$ cat src/inc/ubr_pkg.sv
// Constants, types and tables shared by the bridge register bank
`default_nettype none
package ubr_pkg;

   localparam logic [7:0]  RT_DEV_OUT = 8'h40;
   localparam logic [7:0]  RT_DEV_IN  = 8'hC0;
   localparam logic [7:0]  RT_IF_OUT  = 8'h41;
   localparam logic [7:0]  RT_IF_IN   = 8'hC1;
   localparam logic [7:0]  REQ_CODE_REG = 8'h00;

   localparam logic [15:0] OFF_PORT_ENABLE    = 16'h0000;
   localparam logic [15:0] OFF_HANDSHAKE      = 16'h0006;
   localparam logic [15:0] OFF_RESUME_CHAR    = 16'h0007;
   localparam logic [15:0] OFF_PAUSE_CHAR     = 16'h0008;
   localparam logic [15:0] OFF_LINE_ERR       = 16'h0009;
   localparam logic [15:0] OFF_BREAK_DUR      = 16'h000A;
   localparam logic [15:0] OFF_XCVR_DELAY     = 16'h000B;
   localparam logic [15:0] OFF_PIN_FUNC       = 16'h000C;
   localparam logic [15:0] OFF_PIN_DIR        = 16'h000D;
   localparam logic [15:0] OFF_PIN_SET        = 16'h000E;
   localparam logic [15:0] OFF_PIN_CLR        = 16'h000F;
   localparam logic [15:0] OFF_PIN_LEVEL      = 16'h0010;
   localparam logic [15:0] OFF_PIN_EVT_MASK   = 16'h0011;
   localparam logic [15:0] OFF_CUSTOM_EVT     = 16'h0012;
   localparam logic [15:0] OFF_PIN_DRAIN      = 16'h0013;
   localparam logic [15:0] OFF_PULL_HIGH      = 16'h0014;
   localparam logic [15:0] OFF_PULL_LOW       = 16'h0015;
   localparam logic [15:0] OFF_WRAP_TEST      = 16'h0016;
   localparam logic [15:0] OFF_INFRARED       = 16'h0017;
   localparam logic [15:0] OFF_CLK_DIV        = 16'h0018;
   localparam logic [15:0] OFF_WAKE           = 16'h001F;
   localparam logic [15:0] OFF_TX_PURGE       = 16'h0040;
   localparam logic [15:0] OFF_TX_LEVEL       = 16'h0041;
   localparam logic [15:0] OFF_TX_WIDE        = 16'h0042;
   localparam logic [15:0] OFF_RX_PURGE       = 16'h0043;
   localparam logic [15:0] OFF_RX_LEVEL       = 16'h0044;
   localparam logic [15:0] OFF_RX_WIDE        = 16'h0045;
   localparam logic [15:0] OFF_FAST_RESP      = 16'h0046;
   localparam logic [15:0] OFF_RX_TRIGGER     = 16'h0047;
   localparam logic [15:0] OFF_VENDOR_DRV     = 16'h0060;
   localparam logic [15:0] OFF_SLEEP_LEVELS   = 16'h006A;
   localparam logic [15:0] OFF_SLEEP_DRIVE    = 16'h006B;
   localparam logic [15:0] OFF_REVISION       = 16'h0260;
   localparam logic [15:0] OFF_BUS_STATUS     = 16'h0262;

   // Storage slots, in the order of the mask table below
   localparam int NUM_SLOTS = 27;
   localparam logic [4:0]  SLOT_PORT_ENABLE  = 5'h00;
   localparam logic [4:0]  SLOT_HANDSHAKE    = 5'h01;
   localparam logic [4:0]  SLOT_RESUME_CHAR  = 5'h02;
   localparam logic [4:0]  SLOT_PAUSE_CHAR   = 5'h03;
   localparam logic [4:0]  SLOT_BREAK_DUR    = 5'h04;
   localparam logic [4:0]  SLOT_XCVR_DELAY   = 5'h05;
   localparam logic [4:0]  SLOT_PIN_FUNC     = 5'h06;
   localparam logic [4:0]  SLOT_PIN_DIR      = 5'h07;
   localparam logic [4:0]  SLOT_PIN_EVT_MASK = 5'h08;
   localparam logic [4:0]  SLOT_CUSTOM_EVT   = 5'h09;
   localparam logic [4:0]  SLOT_PIN_DRAIN    = 5'h0A;
   localparam logic [4:0]  SLOT_PULL_HIGH    = 5'h0B;
   localparam logic [4:0]  SLOT_PULL_LOW     = 5'h0C;
   localparam logic [4:0]  SLOT_WRAP_TEST    = 5'h0D;
   localparam logic [4:0]  SLOT_INFRARED     = 5'h0E;
   localparam logic [4:0]  SLOT_CLK_DIV      = 5'h0F;
   localparam logic [4:0]  SLOT_WAKE         = 5'h10;
   localparam logic [4:0]  SLOT_TX_PURGE     = 5'h11;
   localparam logic [4:0]  SLOT_TX_WIDE      = 5'h12;
   localparam logic [4:0]  SLOT_RX_PURGE     = 5'h13;
   localparam logic [4:0]  SLOT_RX_WIDE      = 5'h14;
   localparam logic [4:0]  SLOT_FAST_RESP    = 5'h15;
   localparam logic [4:0]  SLOT_RX_TRIGGER   = 5'h16;
   localparam logic [4:0]  SLOT_VENDOR_DRV   = 5'h17;
   localparam logic [4:0]  SLOT_SLEEP_LEVELS = 5'h18;
   localparam logic [4:0]  SLOT_SLEEP_DRIVE  = 5'h19;
   localparam logic [4:0]  SLOT_BUS_STATUS   = 5'h1A;
   localparam logic [4:0]  SLOT_NONE         = 5'h1F;

   // Writable bits per slot; everything else is reserved
   localparam logic [15:0] SLOT_MASK [NUM_SLOTS] = '{
      16'h0003, 16'h000F, 16'h00FF, 16'h00FF, 16'hFFFF, 16'h000F, 16'h03FF,
      16'h03FF, 16'h07FF, 16'h0003, 16'h0BFF, 16'h07FF, 16'h07FF, 16'h0007,
      16'h0007, 16'hFFFF, 16'h000C, 16'h0007, 16'h0001, 16'h0007, 16'h0001,
      16'h0001, 16'h03FF, 16'h0001, 16'h3CCF, 16'hBCCF, 16'h3F3F};
   localparam logic [15:0] PIN_MASK      = 16'h03FF;
   localparam logic [15:0] PIN_LVL_MASK  = 16'h0FFF;

   localparam logic [15:0] RST_RESUME_CHAR = 16'h0011;
   localparam logic [15:0] RST_PAUSE_CHAR  = 16'h0013;

   localparam int PE_TX_BIT = 0;
   localparam int PE_RX_BIT = 1;

   localparam logic [2:0]  FLOW_NONE     = 3'h0;
   localparam logic [2:0]  FLOW_HW       = 3'h1;
   localparam logic [2:0]  FLOW_SW       = 3'h2;
   localparam logic [2:0]  FLOW_DROP_RX  = 3'h3;
   localparam logic [2:0]  FLOW_DROP_ALL = 3'h4;

   localparam int ERR_BREAK_NOW = 7;
   localparam int ERR_HIST_LSB  = 3;

   typedef logic [NUM_SLOTS-1:0][15:0] ubr_words_t;

   typedef struct packed {
      logic [7:0]  rtype;
      logic [7:0]  code;
      logic [15:0] value;
      logic [15:0] index;
   } ubr_req_s;

   // Serial line and pin state fed in by the datapath
   typedef struct packed {
      logic        break_now;
      logic        overrun_evt;
      logic        parity_evt;
      logic        framing_evt;
      logic        break_evt;
      logic [11:0] pin_in;
      logic [9:0]  tx_level;
      logic [9:0]  rx_level;
   } ubr_line_s;

   function automatic ubr_words_t rst_words();
      ubr_words_t w;
      w = '0;
      w[SLOT_RESUME_CHAR] = RST_RESUME_CHAR;
      w[SLOT_PAUSE_CHAR] = RST_PAUSE_CHAR;
      return w;
   endfunction

   localparam ubr_words_t RST_WORDS = rst_words();

endpackage
`default_nettype wire

$ cat src/hdl/ubr_register_bank.sv
// Register bank of the serial bridge, reached by decoded vendor requests
`timescale 1ns/10ps
`default_nettype none
module ubr_register_bank #(
   parameter logic [15:0] REVISION_VALUE = 16'h0001 // Arbitrary value
) (
   input  wire logic                clk,
   input  wire logic                reset,
   input  wire logic                req_valid,
   input  wire ubr_pkg::ubr_req_s   req,
   input  wire ubr_pkg::ubr_line_s  line,
   output logic                     resp_valid,
   output logic                     resp_stall,
   output logic [15:0]              resp_data,
   output ubr_pkg::ubr_words_t      cfg_words,
   output logic [9:0]               pin_out,
   output logic                     tx_enable,
   output logic                     rx_enable,
   output logic [2:0]               flow_mode
);

   ubr_pkg::ubr_words_t words_q;
   ubr_pkg::ubr_words_t words_d;
   logic [9:0]          pin_out_q;
   logic [9:0]          pin_out_d;
   logic                resp_valid_q;
   logic                resp_valid_d;
   logic                resp_stall_q;
   logic                resp_stall_d;
   logic [15:0]         resp_data_q;
   logic [15:0]         resp_data_d;

   logic                is_gen_wr;
   logic                is_gen_rd;
   logic                is_rev_rd;
   logic                is_stat_wr;
   logic                is_stat_rd;
   logic [4:0]          map_slot;
   logic                map_rw;
   logic                map_ro;
   logic                map_wo;
   logic [15:0]         ro_data;
   logic [15:0]         wr_word;
   logic                accepted;
   logic                err_clear;
   logic [3:0]          err_set;
   logic [3:0]          err_flags;

   // Offset to storage slot; the revision and bus-status words are absent
   function automatic logic [4:0] slot_of(input logic [15:0] idx);
      logic [4:0] s;
      s = ubr_pkg::SLOT_NONE;
      case (idx)
         ubr_pkg::OFF_PORT_ENABLE:  s = ubr_pkg::SLOT_PORT_ENABLE;
         ubr_pkg::OFF_HANDSHAKE:    s = ubr_pkg::SLOT_HANDSHAKE;
         ubr_pkg::OFF_RESUME_CHAR:  s = ubr_pkg::SLOT_RESUME_CHAR;
         ubr_pkg::OFF_PAUSE_CHAR:   s = ubr_pkg::SLOT_PAUSE_CHAR;
         ubr_pkg::OFF_BREAK_DUR:    s = ubr_pkg::SLOT_BREAK_DUR;
         ubr_pkg::OFF_XCVR_DELAY:   s = ubr_pkg::SLOT_XCVR_DELAY;
         ubr_pkg::OFF_PIN_FUNC:     s = ubr_pkg::SLOT_PIN_FUNC;
         ubr_pkg::OFF_PIN_DIR:      s = ubr_pkg::SLOT_PIN_DIR;
         ubr_pkg::OFF_PIN_EVT_MASK: s = ubr_pkg::SLOT_PIN_EVT_MASK;
         ubr_pkg::OFF_CUSTOM_EVT:   s = ubr_pkg::SLOT_CUSTOM_EVT;
         ubr_pkg::OFF_PIN_DRAIN:    s = ubr_pkg::SLOT_PIN_DRAIN;
         ubr_pkg::OFF_PULL_HIGH:    s = ubr_pkg::SLOT_PULL_HIGH;
         ubr_pkg::OFF_PULL_LOW:     s = ubr_pkg::SLOT_PULL_LOW;
         ubr_pkg::OFF_WRAP_TEST:    s = ubr_pkg::SLOT_WRAP_TEST;
         ubr_pkg::OFF_INFRARED:     s = ubr_pkg::SLOT_INFRARED;
         ubr_pkg::OFF_CLK_DIV:      s = ubr_pkg::SLOT_CLK_DIV;
         ubr_pkg::OFF_WAKE:         s = ubr_pkg::SLOT_WAKE;
         ubr_pkg::OFF_TX_PURGE:     s = ubr_pkg::SLOT_TX_PURGE;
         ubr_pkg::OFF_TX_WIDE:      s = ubr_pkg::SLOT_TX_WIDE;
         ubr_pkg::OFF_RX_PURGE:     s = ubr_pkg::SLOT_RX_PURGE;
         ubr_pkg::OFF_RX_WIDE:      s = ubr_pkg::SLOT_RX_WIDE;
         ubr_pkg::OFF_FAST_RESP:    s = ubr_pkg::SLOT_FAST_RESP;
         ubr_pkg::OFF_RX_TRIGGER:   s = ubr_pkg::SLOT_RX_TRIGGER;
         ubr_pkg::OFF_VENDOR_DRV:   s = ubr_pkg::SLOT_VENDOR_DRV;
         ubr_pkg::OFF_SLEEP_LEVELS: s = ubr_pkg::SLOT_SLEEP_LEVELS;
         ubr_pkg::OFF_SLEEP_DRIVE:  s = ubr_pkg::SLOT_SLEEP_DRIVE;
         default:                   s = ubr_pkg::SLOT_NONE;
      endcase
      return s;
   endfunction

   // Request classification
   always_comb begin
      is_gen_wr  = req.rtype == ubr_pkg::RT_IF_OUT && req.code == ubr_pkg::REQ_CODE_REG;
      is_gen_rd  = req.rtype == ubr_pkg::RT_IF_IN && req.code == ubr_pkg::REQ_CODE_REG;
      is_rev_rd  = req.rtype == ubr_pkg::RT_DEV_IN && req.code == ubr_pkg::REQ_CODE_REG
                   && req.index == ubr_pkg::OFF_REVISION;
      is_stat_wr = req.rtype == ubr_pkg::RT_DEV_OUT && req.code == ubr_pkg::REQ_CODE_REG
                   && req.index == ubr_pkg::OFF_BUS_STATUS;
      is_stat_rd = req.rtype == ubr_pkg::RT_DEV_IN && req.code == ubr_pkg::REQ_CODE_REG
                   && req.index == ubr_pkg::OFF_BUS_STATUS;
   end

   // Generic index decode; read-only words come from the line inputs
   always_comb begin
      map_slot = slot_of(req.index);
      map_rw   = map_slot != ubr_pkg::SLOT_NONE;
      map_ro   = 1'b0;
      map_wo   = 1'b0;
      ro_data  = '0;
      case (req.index)
         ubr_pkg::OFF_LINE_ERR: begin
            map_ro  = 1'b1;
            ro_data = {8'h00, line.break_now, err_flags, 3'h0};
         end
         ubr_pkg::OFF_PIN_LEVEL: begin
            map_ro  = 1'b1;
            ro_data = {4'h0, line.pin_in} & ubr_pkg::PIN_LVL_MASK;
         end
         ubr_pkg::OFF_TX_LEVEL: begin
            map_ro  = 1'b1;
            ro_data = {6'h00, line.tx_level};
         end
         ubr_pkg::OFF_RX_LEVEL: begin
            map_ro  = 1'b1;
            ro_data = {6'h00, line.rx_level};
         end
         ubr_pkg::OFF_PIN_SET,
         ubr_pkg::OFF_PIN_CLR: begin
            map_wo = 1'b1;
         end
         default: begin
            map_ro = 1'b0;
         end
      endcase
   end

   // Masked write word; a reserved mode code leaves the old mode standing
   always_comb begin
      wr_word = '0;
      if (map_rw) begin
         wr_word = req.value & ubr_pkg::SLOT_MASK[map_slot];
      end
      if (map_slot == ubr_pkg::SLOT_HANDSHAKE && req.value[2:0] > ubr_pkg::FLOW_DROP_ALL) begin
         wr_word[2:0] = words_q[ubr_pkg::SLOT_HANDSHAKE][2:0];
      end
   end

   // Storage and pin output latch
   always_comb begin
      words_d   = words_q;
      pin_out_d = pin_out_q;
      if (req_valid && is_gen_wr && map_rw) begin
         words_d[map_slot] = wr_word;
      end
      if (req_valid && is_stat_wr) begin
         words_d[ubr_pkg::SLOT_BUS_STATUS] = req.value & ubr_pkg::SLOT_MASK[ubr_pkg::SLOT_BUS_STATUS];
      end
      // Set and clear words act on the latch without ever reading back
      if (req_valid && is_gen_wr && req.index == ubr_pkg::OFF_PIN_SET) begin
         pin_out_d = pin_out_q | req.value[9:0];
      end
      if (req_valid && is_gen_wr && req.index == ubr_pkg::OFF_PIN_CLR) begin
         pin_out_d = pin_out_q & ~req.value[9:0];
      end
   end

   always_ff @(posedge clk or posedge reset) begin
      if (reset) begin
         words_q   <= ubr_pkg::RST_WORDS;
         pin_out_q <= '0;
      end else begin
         words_q   <= words_d;
         pin_out_q <= pin_out_d;
      end
   end

   // Error history; the reading request clears what it returned
   always_comb begin
      err_set   = {line.overrun_evt, line.parity_evt, line.framing_evt, line.break_evt};
      err_clear = req_valid && is_gen_rd && req.index == ubr_pkg::OFF_LINE_ERR;
   end

   ubr_sticky_flags #(
      .WIDTH (4)
   ) u_err_flags (
      .clk   (clk),
      .reset (reset),
      .set   (err_set),
      .clear (err_clear),
      .flags (err_flags)
   );

   // Answer path: one cycle after each request, stall when nothing matches
   always_comb begin
      accepted     = ((is_gen_wr || is_gen_rd) && (map_rw || map_ro || map_wo))
                     || is_rev_rd || is_stat_wr || is_stat_rd;
      resp_valid_d = req_valid;
      resp_stall_d = req_valid && !accepted;
      resp_data_d  = '0;
      if (req_valid && is_gen_rd && map_rw) begin
         resp_data_d = words_q[map_slot];
      end else if (req_valid && is_gen_rd && map_ro) begin
         resp_data_d = ro_data;
      end else if (req_valid && is_rev_rd) begin
         resp_data_d = REVISION_VALUE;
      end else if (req_valid && is_stat_rd) begin
         resp_data_d = words_q[ubr_pkg::SLOT_BUS_STATUS];
      end
   end

   always_ff @(posedge clk or posedge reset) begin
      if (reset) begin
         resp_valid_q <= 1'b0;
         resp_stall_q <= 1'b0;
         resp_data_q  <= '0;
      end else begin
         resp_valid_q <= resp_valid_d;
         resp_stall_q <= resp_stall_d;
         resp_data_q  <= resp_data_d;
      end
   end

   assign resp_valid = resp_valid_q;
   assign resp_stall = resp_stall_q;
   assign resp_data  = resp_data_q;
   assign cfg_words  = words_q;
   assign pin_out    = pin_out_q;
   // Host is trusted to hold these low around other writes
   assign tx_enable  = words_q[ubr_pkg::SLOT_PORT_ENABLE][ubr_pkg::PE_TX_BIT];
   assign rx_enable  = words_q[ubr_pkg::SLOT_PORT_ENABLE][ubr_pkg::PE_RX_BIT];
   assign flow_mode  = words_q[ubr_pkg::SLOT_HANDSHAKE][2:0];

   logic gen_rd_rev;
   logic gen_wr_stat;
   assign gen_rd_rev  = req_valid && is_gen_rd && req.index == ubr_pkg::OFF_REVISION;
   assign gen_wr_stat = req_valid && is_gen_wr && req.index == ubr_pkg::OFF_BUS_STATUS;
endmodule
`default_nettype wire

$ cat src/hdl/ubr_sticky_flags.sv
// Sticky event flags with a shared clear, set winning over clear
`timescale 1ns/10ps
`default_nettype none
module ubr_sticky_flags #(
   parameter int WIDTH = 4
) (
   input  wire logic             clk,
   input  wire logic             reset,
   input  wire logic [WIDTH-1:0] set,
   input  wire logic             clear,
   output logic      [WIDTH-1:0] flags
);

   logic [WIDTH-1:0] flags_q;
   logic [WIDTH-1:0] flags_d;

   // An event in the clearing cycle survives the clear
   always_comb begin
      flags_d = (flags_q & ~{WIDTH{clear}}) | set;
   end

   always_ff @(posedge clk or posedge reset) begin
      if (reset) begin
         flags_q <= '0;
      end else begin
         flags_q <= flags_d;
      end
   end

   assign flags = flags_q;

endmodule
`default_nettype wire

$ cat config.mk
export PLATFORM = sky130hd
export DESIGN_NAME = ubr_register_bank
export DESIGN_NICKNAME = d
export VERILOG_FILES = /design/src/inc/ubr_pkg.sv /design/src/hdl/ubr_register_bank.sv /design/src/hdl/ubr_sticky_flags.sv
export SDC_FILE = /design/constraint.sdc
export NUM_CORES = 1
export LEC_CHECK = 0
export BUFFER_PORTS_ARGS = -buffer_cell sky130_fd_sc_hd__buf_4
export CAP_MARGIN = 10
export CORE_MARGIN = 3
export CORE_UTILIZATION = 50
export DETAILED_ROUTE_END_ITERATION = 12
export GPL_TIMING_DRIVEN = 0
export HOLD_SLACK_MARGIN = 0.12
export PLACE_DENSITY = 0.8
export SYNTH_ARGS = -nofsm -noshare
export SYNTH_HDL_FRONTEND = slang
export SYNTH_SLANG_ARGS = --single-unit
$ cat constraint.sdc
create_clock -name clk -period 45.6 [get_ports clk]
set_clock_uncertainty 0.1 [all_clocks]
set_input_delay 9.12 -clock clk [delete_from_list [all_inputs] [get_ports clk]]
set_output_delay 9.12 -clock clk [all_outputs]
set_load 0.01 [all_outputs]
==> metrics.txt, run 1 <==
worst-path maximum fanout=12; FP Rows=between 70 and 80; LEAKAGE=about 13 nW; Clock H-tree levels=2; core area=between 0.04 and 0.05 mm2; DR pass1 iterations=9; DP HPWL=81200 um; final wirelength=between 100000 and 150000 um; first-pass GRT wire length=149700 um; initial antenna violation count=7; CP Capture Type=flop; Clock Latency Late Sink=roughly 600 ps; deepest clock path buffer count=3; post-synth top area cell=dfrtp_1; final-report hold violation count=0; hold wc startpoint=cfg_words[32]; YS warnings=0; hold depth=2; commonest non-fill, non-tap cells in the layout=buf_4 (566), dfrtp_1 (459), nand2_1 (376), o21ai_0 (224), and2_1 (125); Die Ht=approximately 210 um; grt ovf=0; Fin Setup TNS=0 ps; Die ar.=approximately 0.045 mm2; Final Cycle Share=0.3307; R2R cell count=5; Post-Syn Nets=2099; via count=about 21000; ys flop type=dfrtp_1; area of the mapped netlist=about 0.021 mm2; hold_buf cts=0; Total Routing Usage GR=0.4643; Num CTS Buffers=49; Synth cell types=roughly 90; worst flop-to-flop path endpoint=resp_data[14]; CP startpoint kind=primary input; max-slew violations=0; fmax=0.06632 GHz; post-synthesis sequential area ratio=0.5415; worst relative slew slack=0.1505; reg2reg start=cfg_words[302]; Sink Count=around 460; # nets final=between 2000 and 3000; hold slack=roughly 380 ps; wire per inst=~34 um; Yosys top cell area share=0.5354; via density per instance=6.636; EDFF count, synth=0; Final GP Congestion=between 1 and 1.5; Final setup violation count=0; kind of critical path=primary input to flop; Final ANT Viol Nets=0; fillers=3313; power per cell area=approximately 30 mW/mm2; synthesized flop and latch total=464; postcts setup bufs=0; Hold WC Path Type=flop to flop; CTS Root Cell=clkbuf_16; worst path required time=~46000 ps; Peak VDD IR=0.02881 mV; commonest non-fill, non-tap cell in the layout=buf_4; RSZ-0062 raised after global routing=no; post-CTS sizing=0; DP Worst Slack=just over 30000 ps; Async SR Flop Fraction=1.000; Tightest Pin Transition=roughly 1300 ps; top cells by area, synth=dfrtp_1 (54%), mux4_2 (7.1%), nand2_1 (6.6%); R2R setup slack=43210 ps; Max Cap Viol=0; CTS clk-pin slew, worst paths=60 ps; Mapped Cells=2000; status=finished clean; Period minus WS final=between 15000 and 20000 ps; Data arrival, critical path=approximately 15000 ps; Initial Utilization=0.5092; I/O Pins=around 550; share of cells above drive strength 1=0.3140; Hold Path Sink=cfg_words[32]; I/O Buffers=roughly 550; Layout Area Growth over Synthesis=30.01%; Post-route DRC=0; final core utilization=0.6620; number of global-route vias before repair=20679; Avg Cell Area, Syn=between 10 and 15 um2; CTS tree=yes; die width=213.1 um; crit path setup slack, layout=between 30000 and 40000 ps; pin count of the biggest net entering global routing=between 100 and 150; DR iter-0 viols=around 3000
[metal layers]
| metal | share of wire | global-route usage | wire length (um) | vias to the layer above |
|---|---|---|---|---|
| li1 | - | - | - | 8438 |
| met1 | 0.35 | 0.5725 | 37140 | 10480 |
| met2 | 0.44 | 0.7007 | 47240 | 1749 |
| met3 | 0.14 | 0.1759 | 14830 | 434 |
| met4 | 0.073 | 0.2746 | 7798 | 8 |
| met5 | 0.00055 | 0 | 59 | - |
[critical path: stages]
cell	delay (ps)
buf_4	140
inv_1	90
ha_1	320
nor2b_1	200
a211o_1	280
a221o_1	400
nand2_1	180
buf_6	200
buf_2	350
buf_2	520
clkbuf_1	780
ha_1	380
o21ai_2	140
nor3_2	600
a41oi_2	180
a32oi_2	980
buf_2	380
o21ai_0	150
[registers in the layout, indices dropped and copies added (netlist names), named ones only]
signal             count
cfg_words            432
resp_data             16
resp_stall             1
resp_valid             1
u_err_flags.flags      4
[worst max-delay path by stage]
stage	from	endpoint	slack, ps
CTS	req[1]	cfg_words[144]	30920
detailed placement	req[1]	cfg_words[80]	30390
finish	req[1]	cfg_words[144]	30520
global placement	reset	cfg_words[384]	18960
global route	req[1]	cfg_words[144]	30560
floorplan	reset	async pin	23450
[cell families after synthesis]
family                     Yosys count  synth area share
adders and majority gates           11          0.006415
AOI/OAI and AO/OA                  558            0.1685
and+or+nand+nor                    684            0.1540
muxes                              100           0.08777
xor gates and xnor gates             3          0.001225
DFF                                464            0.5415
buffers and inverters              180           0.04059
[cell type report]
type / instances / area [um2] / share of cell area
repair buffers: 556 / 4240 / 0.1520
diodes: 2 / 5.005 / 0.0001794
inverters: 15 / 63.81 / 0.002288
multi-input cells: 1356 / 8972 / 0.3217
plain buffers: 165 / 814.5 / 0.02920
clock inverters: 10 / 85.08 / 0.003050
clock buffers: 74 / 1420 / 0.05091
well taps: 539 / 674.4 / 0.02418
flip-flops and latches: 464 / 11620 / 0.4165
[stage by stage]
stage / instance area (um2) / power, W / cells
final: 27890 / 0.0008276 / 3181
after global routing: 27890 / 0.0008437 / 3179
after CTS: 27870 / 0.0008234 / 3178
after detailed placement: 26370 / 0.0004459 / 3094
after global placement: 26270 / 0.0004453 / 3090
after floorplan: 21450 / 0.0004321 / 2000
[Yosys cell counts, types with 9 or more instances]
master	number
dfrtp_1	459
nand2_1	376
o21ai_0	224
and2_1	125
clkbuf_1	95
mux4_2	68
o21ai_1	63
and3_1	57
a21oi_1	43
buf_2	37
a22oi_1	36
a211oi_1	32
nor2_1	31
nand3_1	30
mux2_2	24
a31oi_1	21
buf_4	15
a221oi_1	14
inv_1	13
buf_6	12
ha_1	11
a222oi_1	10
a22o_1	10
nor4_1	10
nand4_1	9
[power breakdown]
part,switching [W],internal [W]
logic,0.0000185,0.00000837
registers,0.0000000226,0.000412
clock network,0.000170,0.000219
total,0.000188,0.000640
Note: power is estimated with default switching activity, not from simulation.
==> run 2: changes to the inputs <==
- ABC_AREA: unset -> 1
- PLACE_DENSITY: 0.8 -> 0.82
- clock period: 45.6 -> 13.53 ns (I/O delays scaled with it)
==> run 2 against run 1 <==
Compared with the run above:
- first-iteration DRC count grew 29%
- sequential cell count is the same
- global-route usage rose by 0.50 points
- die area up 13%
- largest cell class unchanged
- largest power group is now the clock network
- synthesized cell count increased by 66%
- non-clock buffer count rose by 21
- clock power rose to 3.7 times the previous value
- worst hold slack gained 32 ps
- area after synthesis increased by 13%
==> metrics.txt, run 2 <==
status=finished clean; CTS Root Cell=clkbuf_16; hold_buf cts=0 (unchanged); # nets final=4038 (+49%); post-synth top area cell=dfrtp_1; commonest non-fill, non-tap cell in the layout=nand2_1; share of cells above drive strength 1=0.2102 (-0.1039); Peak VDD IR=0.1329 mV (+360%); final wirelength=123100 um (+15%); Sink Count=464 (unchanged); Final ANT Viol Nets=0 (unchanged); via density per instance=5.894 (-11%); Clock Latency Late Sink=640 ps (+40 ps); I/O Buffers=551 (unchanged); DR pass1 iterations=6 (-3); pin count of the biggest net entering global routing=45 (-65%); YS warnings=0 (unchanged); Final setup violation count=0 (unchanged); Post-route DRC=0 (unchanged); synthesized flop and latch total=464 (unchanged); Non-Filler Instances=4594 (+44%); max-slew violations=0 (unchanged); Tightest Pin Transition=1240 ps (-28.54 ps); Yosys top cell area share=0.4729 (-0.06249); area of the mapped netlist=0.02429 mm2 (+13%); Hold WC Path Type=flop to flop; fillers=4285 (+29%); I/O Pins=553 (unchanged); CP startpoint kind=primary input; kind of critical path=primary input to flop; Layout Area Growth over Synthesis=28.08%; placed cells=4503 (+46%); Synth cell types=42 (-54%); fmax=0.1261 GHz; wire per inst=26.79 um (-20%); worst-path maximum fanout=12 (unchanged); Total Routing Usage GR=0.4693 (+0.005032); Largest register FFs=432 (unchanged); postcts setup bufs=0 (unchanged); RSZ-0062 raised after global routing=no; Die Ht=226.4 um (+6.2%); commonest non-fill, non-tap cells in the layout=nand2_1 (1086), buf_4 (559), nand3_1 (461), dfrtp_1 (459), inv_1 (413); Final Cycle Share=0.5859; post-synthesis sequential area ratio=0.4783 (-0.06321); Period minus WS final=7927 ps; EDFF count, synth=0 (unchanged); Clock H-tree levels=2 (unchanged); CTS tree=yes; Avg Cell Area, Syn=7.305 um2 (-32%); final-report hold violation count=0 (unchanged); deepest clock path buffer count=3 (unchanged); Num CTS Buffers=49 (unchanged); Final GP Congestion=1.024 (-2.8%); initial antenna violation count=2 (-5); Async SR Flop Fraction=1.000 (unchanged); first-pass GRT wire length=172000 um (+15%); grt ovf=0 (unchanged); worst relative slew slack=0.1732 (+0.02275); most frequent cell after synthesis=nand2_1; Mapped Cells=3325 (+66%); Post-Layout Inst Area=0.03111 mm2 (+12%); Post-Syn Nets=3424 (+63%); commonest cells in the netlist=nand2_1 (1086), nand3_1 (461), dfrtp_1 (459), inv_1 (414), nor2_1 (232); ys flop type=dfrtp_1; die width=226.4 um (+6.2%); power per cell area=94.16 mW/mm2 (+220%); Initial Utilization=0.5077 (-0.001529); DR iter-0 viols=3835 (+29%); Data arrival, critical path=8340 ps (-7070 ps); number of global-route vias before repair=25134 (+22%); CTS clk-pin slew, worst paths=70 ps (about the same); core area=0.04785 mm2 (+14%); DP HPWL=94820 um (+17%); Die ar.=0.05126 mm2 (+13%); Max Cap Viol=0 (unchanged); LEAKAGE=16.23 nW (+22%); CP Capture Type=flop; FP Rows=80 (+6.7%); post-CTS sizing=0 (unchanged); Fin Setup TNS=0 ps (unchanged); top cells by area, synth=dfrtp_1 (47%), nand2_1 (17%), nand3_1 (9.5%); worst path required time=13950 ps (-31980 ps); final core utilization=0.6502 (-0.01177); Placed Area=0.02944 mm2 (+12%); via count=27075 (+28%)
-- run 2: cell type report --
class,count,area [um2],share of cell area
antenna,1,2.502,0.00008043
buffer,179,829.5,0.02666
clock buffer,61,1321,0.04247
clock inverter,29,347.8,0.01118
inverter,448,1690,0.05433
multi-input combinational,2234,10160,0.3264
sequential,464,11620,0.3734
tap,615,769.5,0.02473
timing repair buffer,563,4377,0.1407
-- run 2: cells by family (layout without fill, tap and decap cells) --
kind of cell    count (synthesis)  in the layout  synth area share
buf+inv                       627           1280            0.1036
simple gates                 1923           1923            0.3485
fa+ha+maj                      11             11          0.005666
other cells                     0              1                 0
flops                         464            464            0.4783
compound gates                300            300           0.06393
-- run 2: path summary, 6_finish.rpt --
check | startpoint | end | slack [ps] | cells after the start
max | req[0] | cfg_words[101] | 5600 | 18
min | cfg_words[32] | cfg_words[32] | 410 | 2
max reg2reg | cfg_words[16] | cfg_words[272] | 11520 | 5
min reg2reg | cfg_words[32] | cfg_words[32] | 410 | 2
max in group asynchronous | reset | cfg_words[72] | 9910 | 5
min in group asynchronous | reset | u_err_flags.flags[2] | 2180 | 2
-- run 2: report_power, final --
| part | total (W) | leakage, nW | switching, W | internal (W) |
|---|---|---|---|---|
| clock network | 0.00143 | 0.819 | 0.000627 | 0.000799 |
| logic | 0.000116 | 9.79 | 0.0000826 | 0.0000329 |
| registers | 0.00139 | 5.63 | 0.0000000847 | 0.00139 |
| total | 0.00293 | 16.2 | 0.000710 | 0.00222 |
-- run 2: critical path, stage by stage --
cell	delay (ps)
buf_4	110
inv_1	80
ha_1	260
nand2_1	170
nand3_1	100
nand2_1	70
nand2_1	190
nand3_1	440
clkbuf_1	550
clkbuf_1	970
ha_1	540
nand2_1	150
inv_1	70
nor2_1	110
nor2_4	200
nand4_1	640
clkbuf_1	620
o21ai_0	320
-- run 2: stage by stage --
step,hold WS (ps),setup slack [ps],power (W)
6_report,406.8,5603,0.002929
5_1_grt,418.0,5603,0.002979
4_1_cts,397.8,5956,0.002910
3_5_place_dp,382.5,5338,0.001526
3_3_place_gp,380.3,1706,0.001519
2_1_floorplan,379.4,4447,0.001466
-- run 2: per-layer routing --
layer  vias to the layer above  share of wire  GRT usage
met4                         2          0.076     0.2872
met2                      2172           0.42     0.6836
li1                      11633              -          -
met3                       461           0.13     0.1424
met1                     12807           0.37     0.6157
met5                         -       0.000065          0
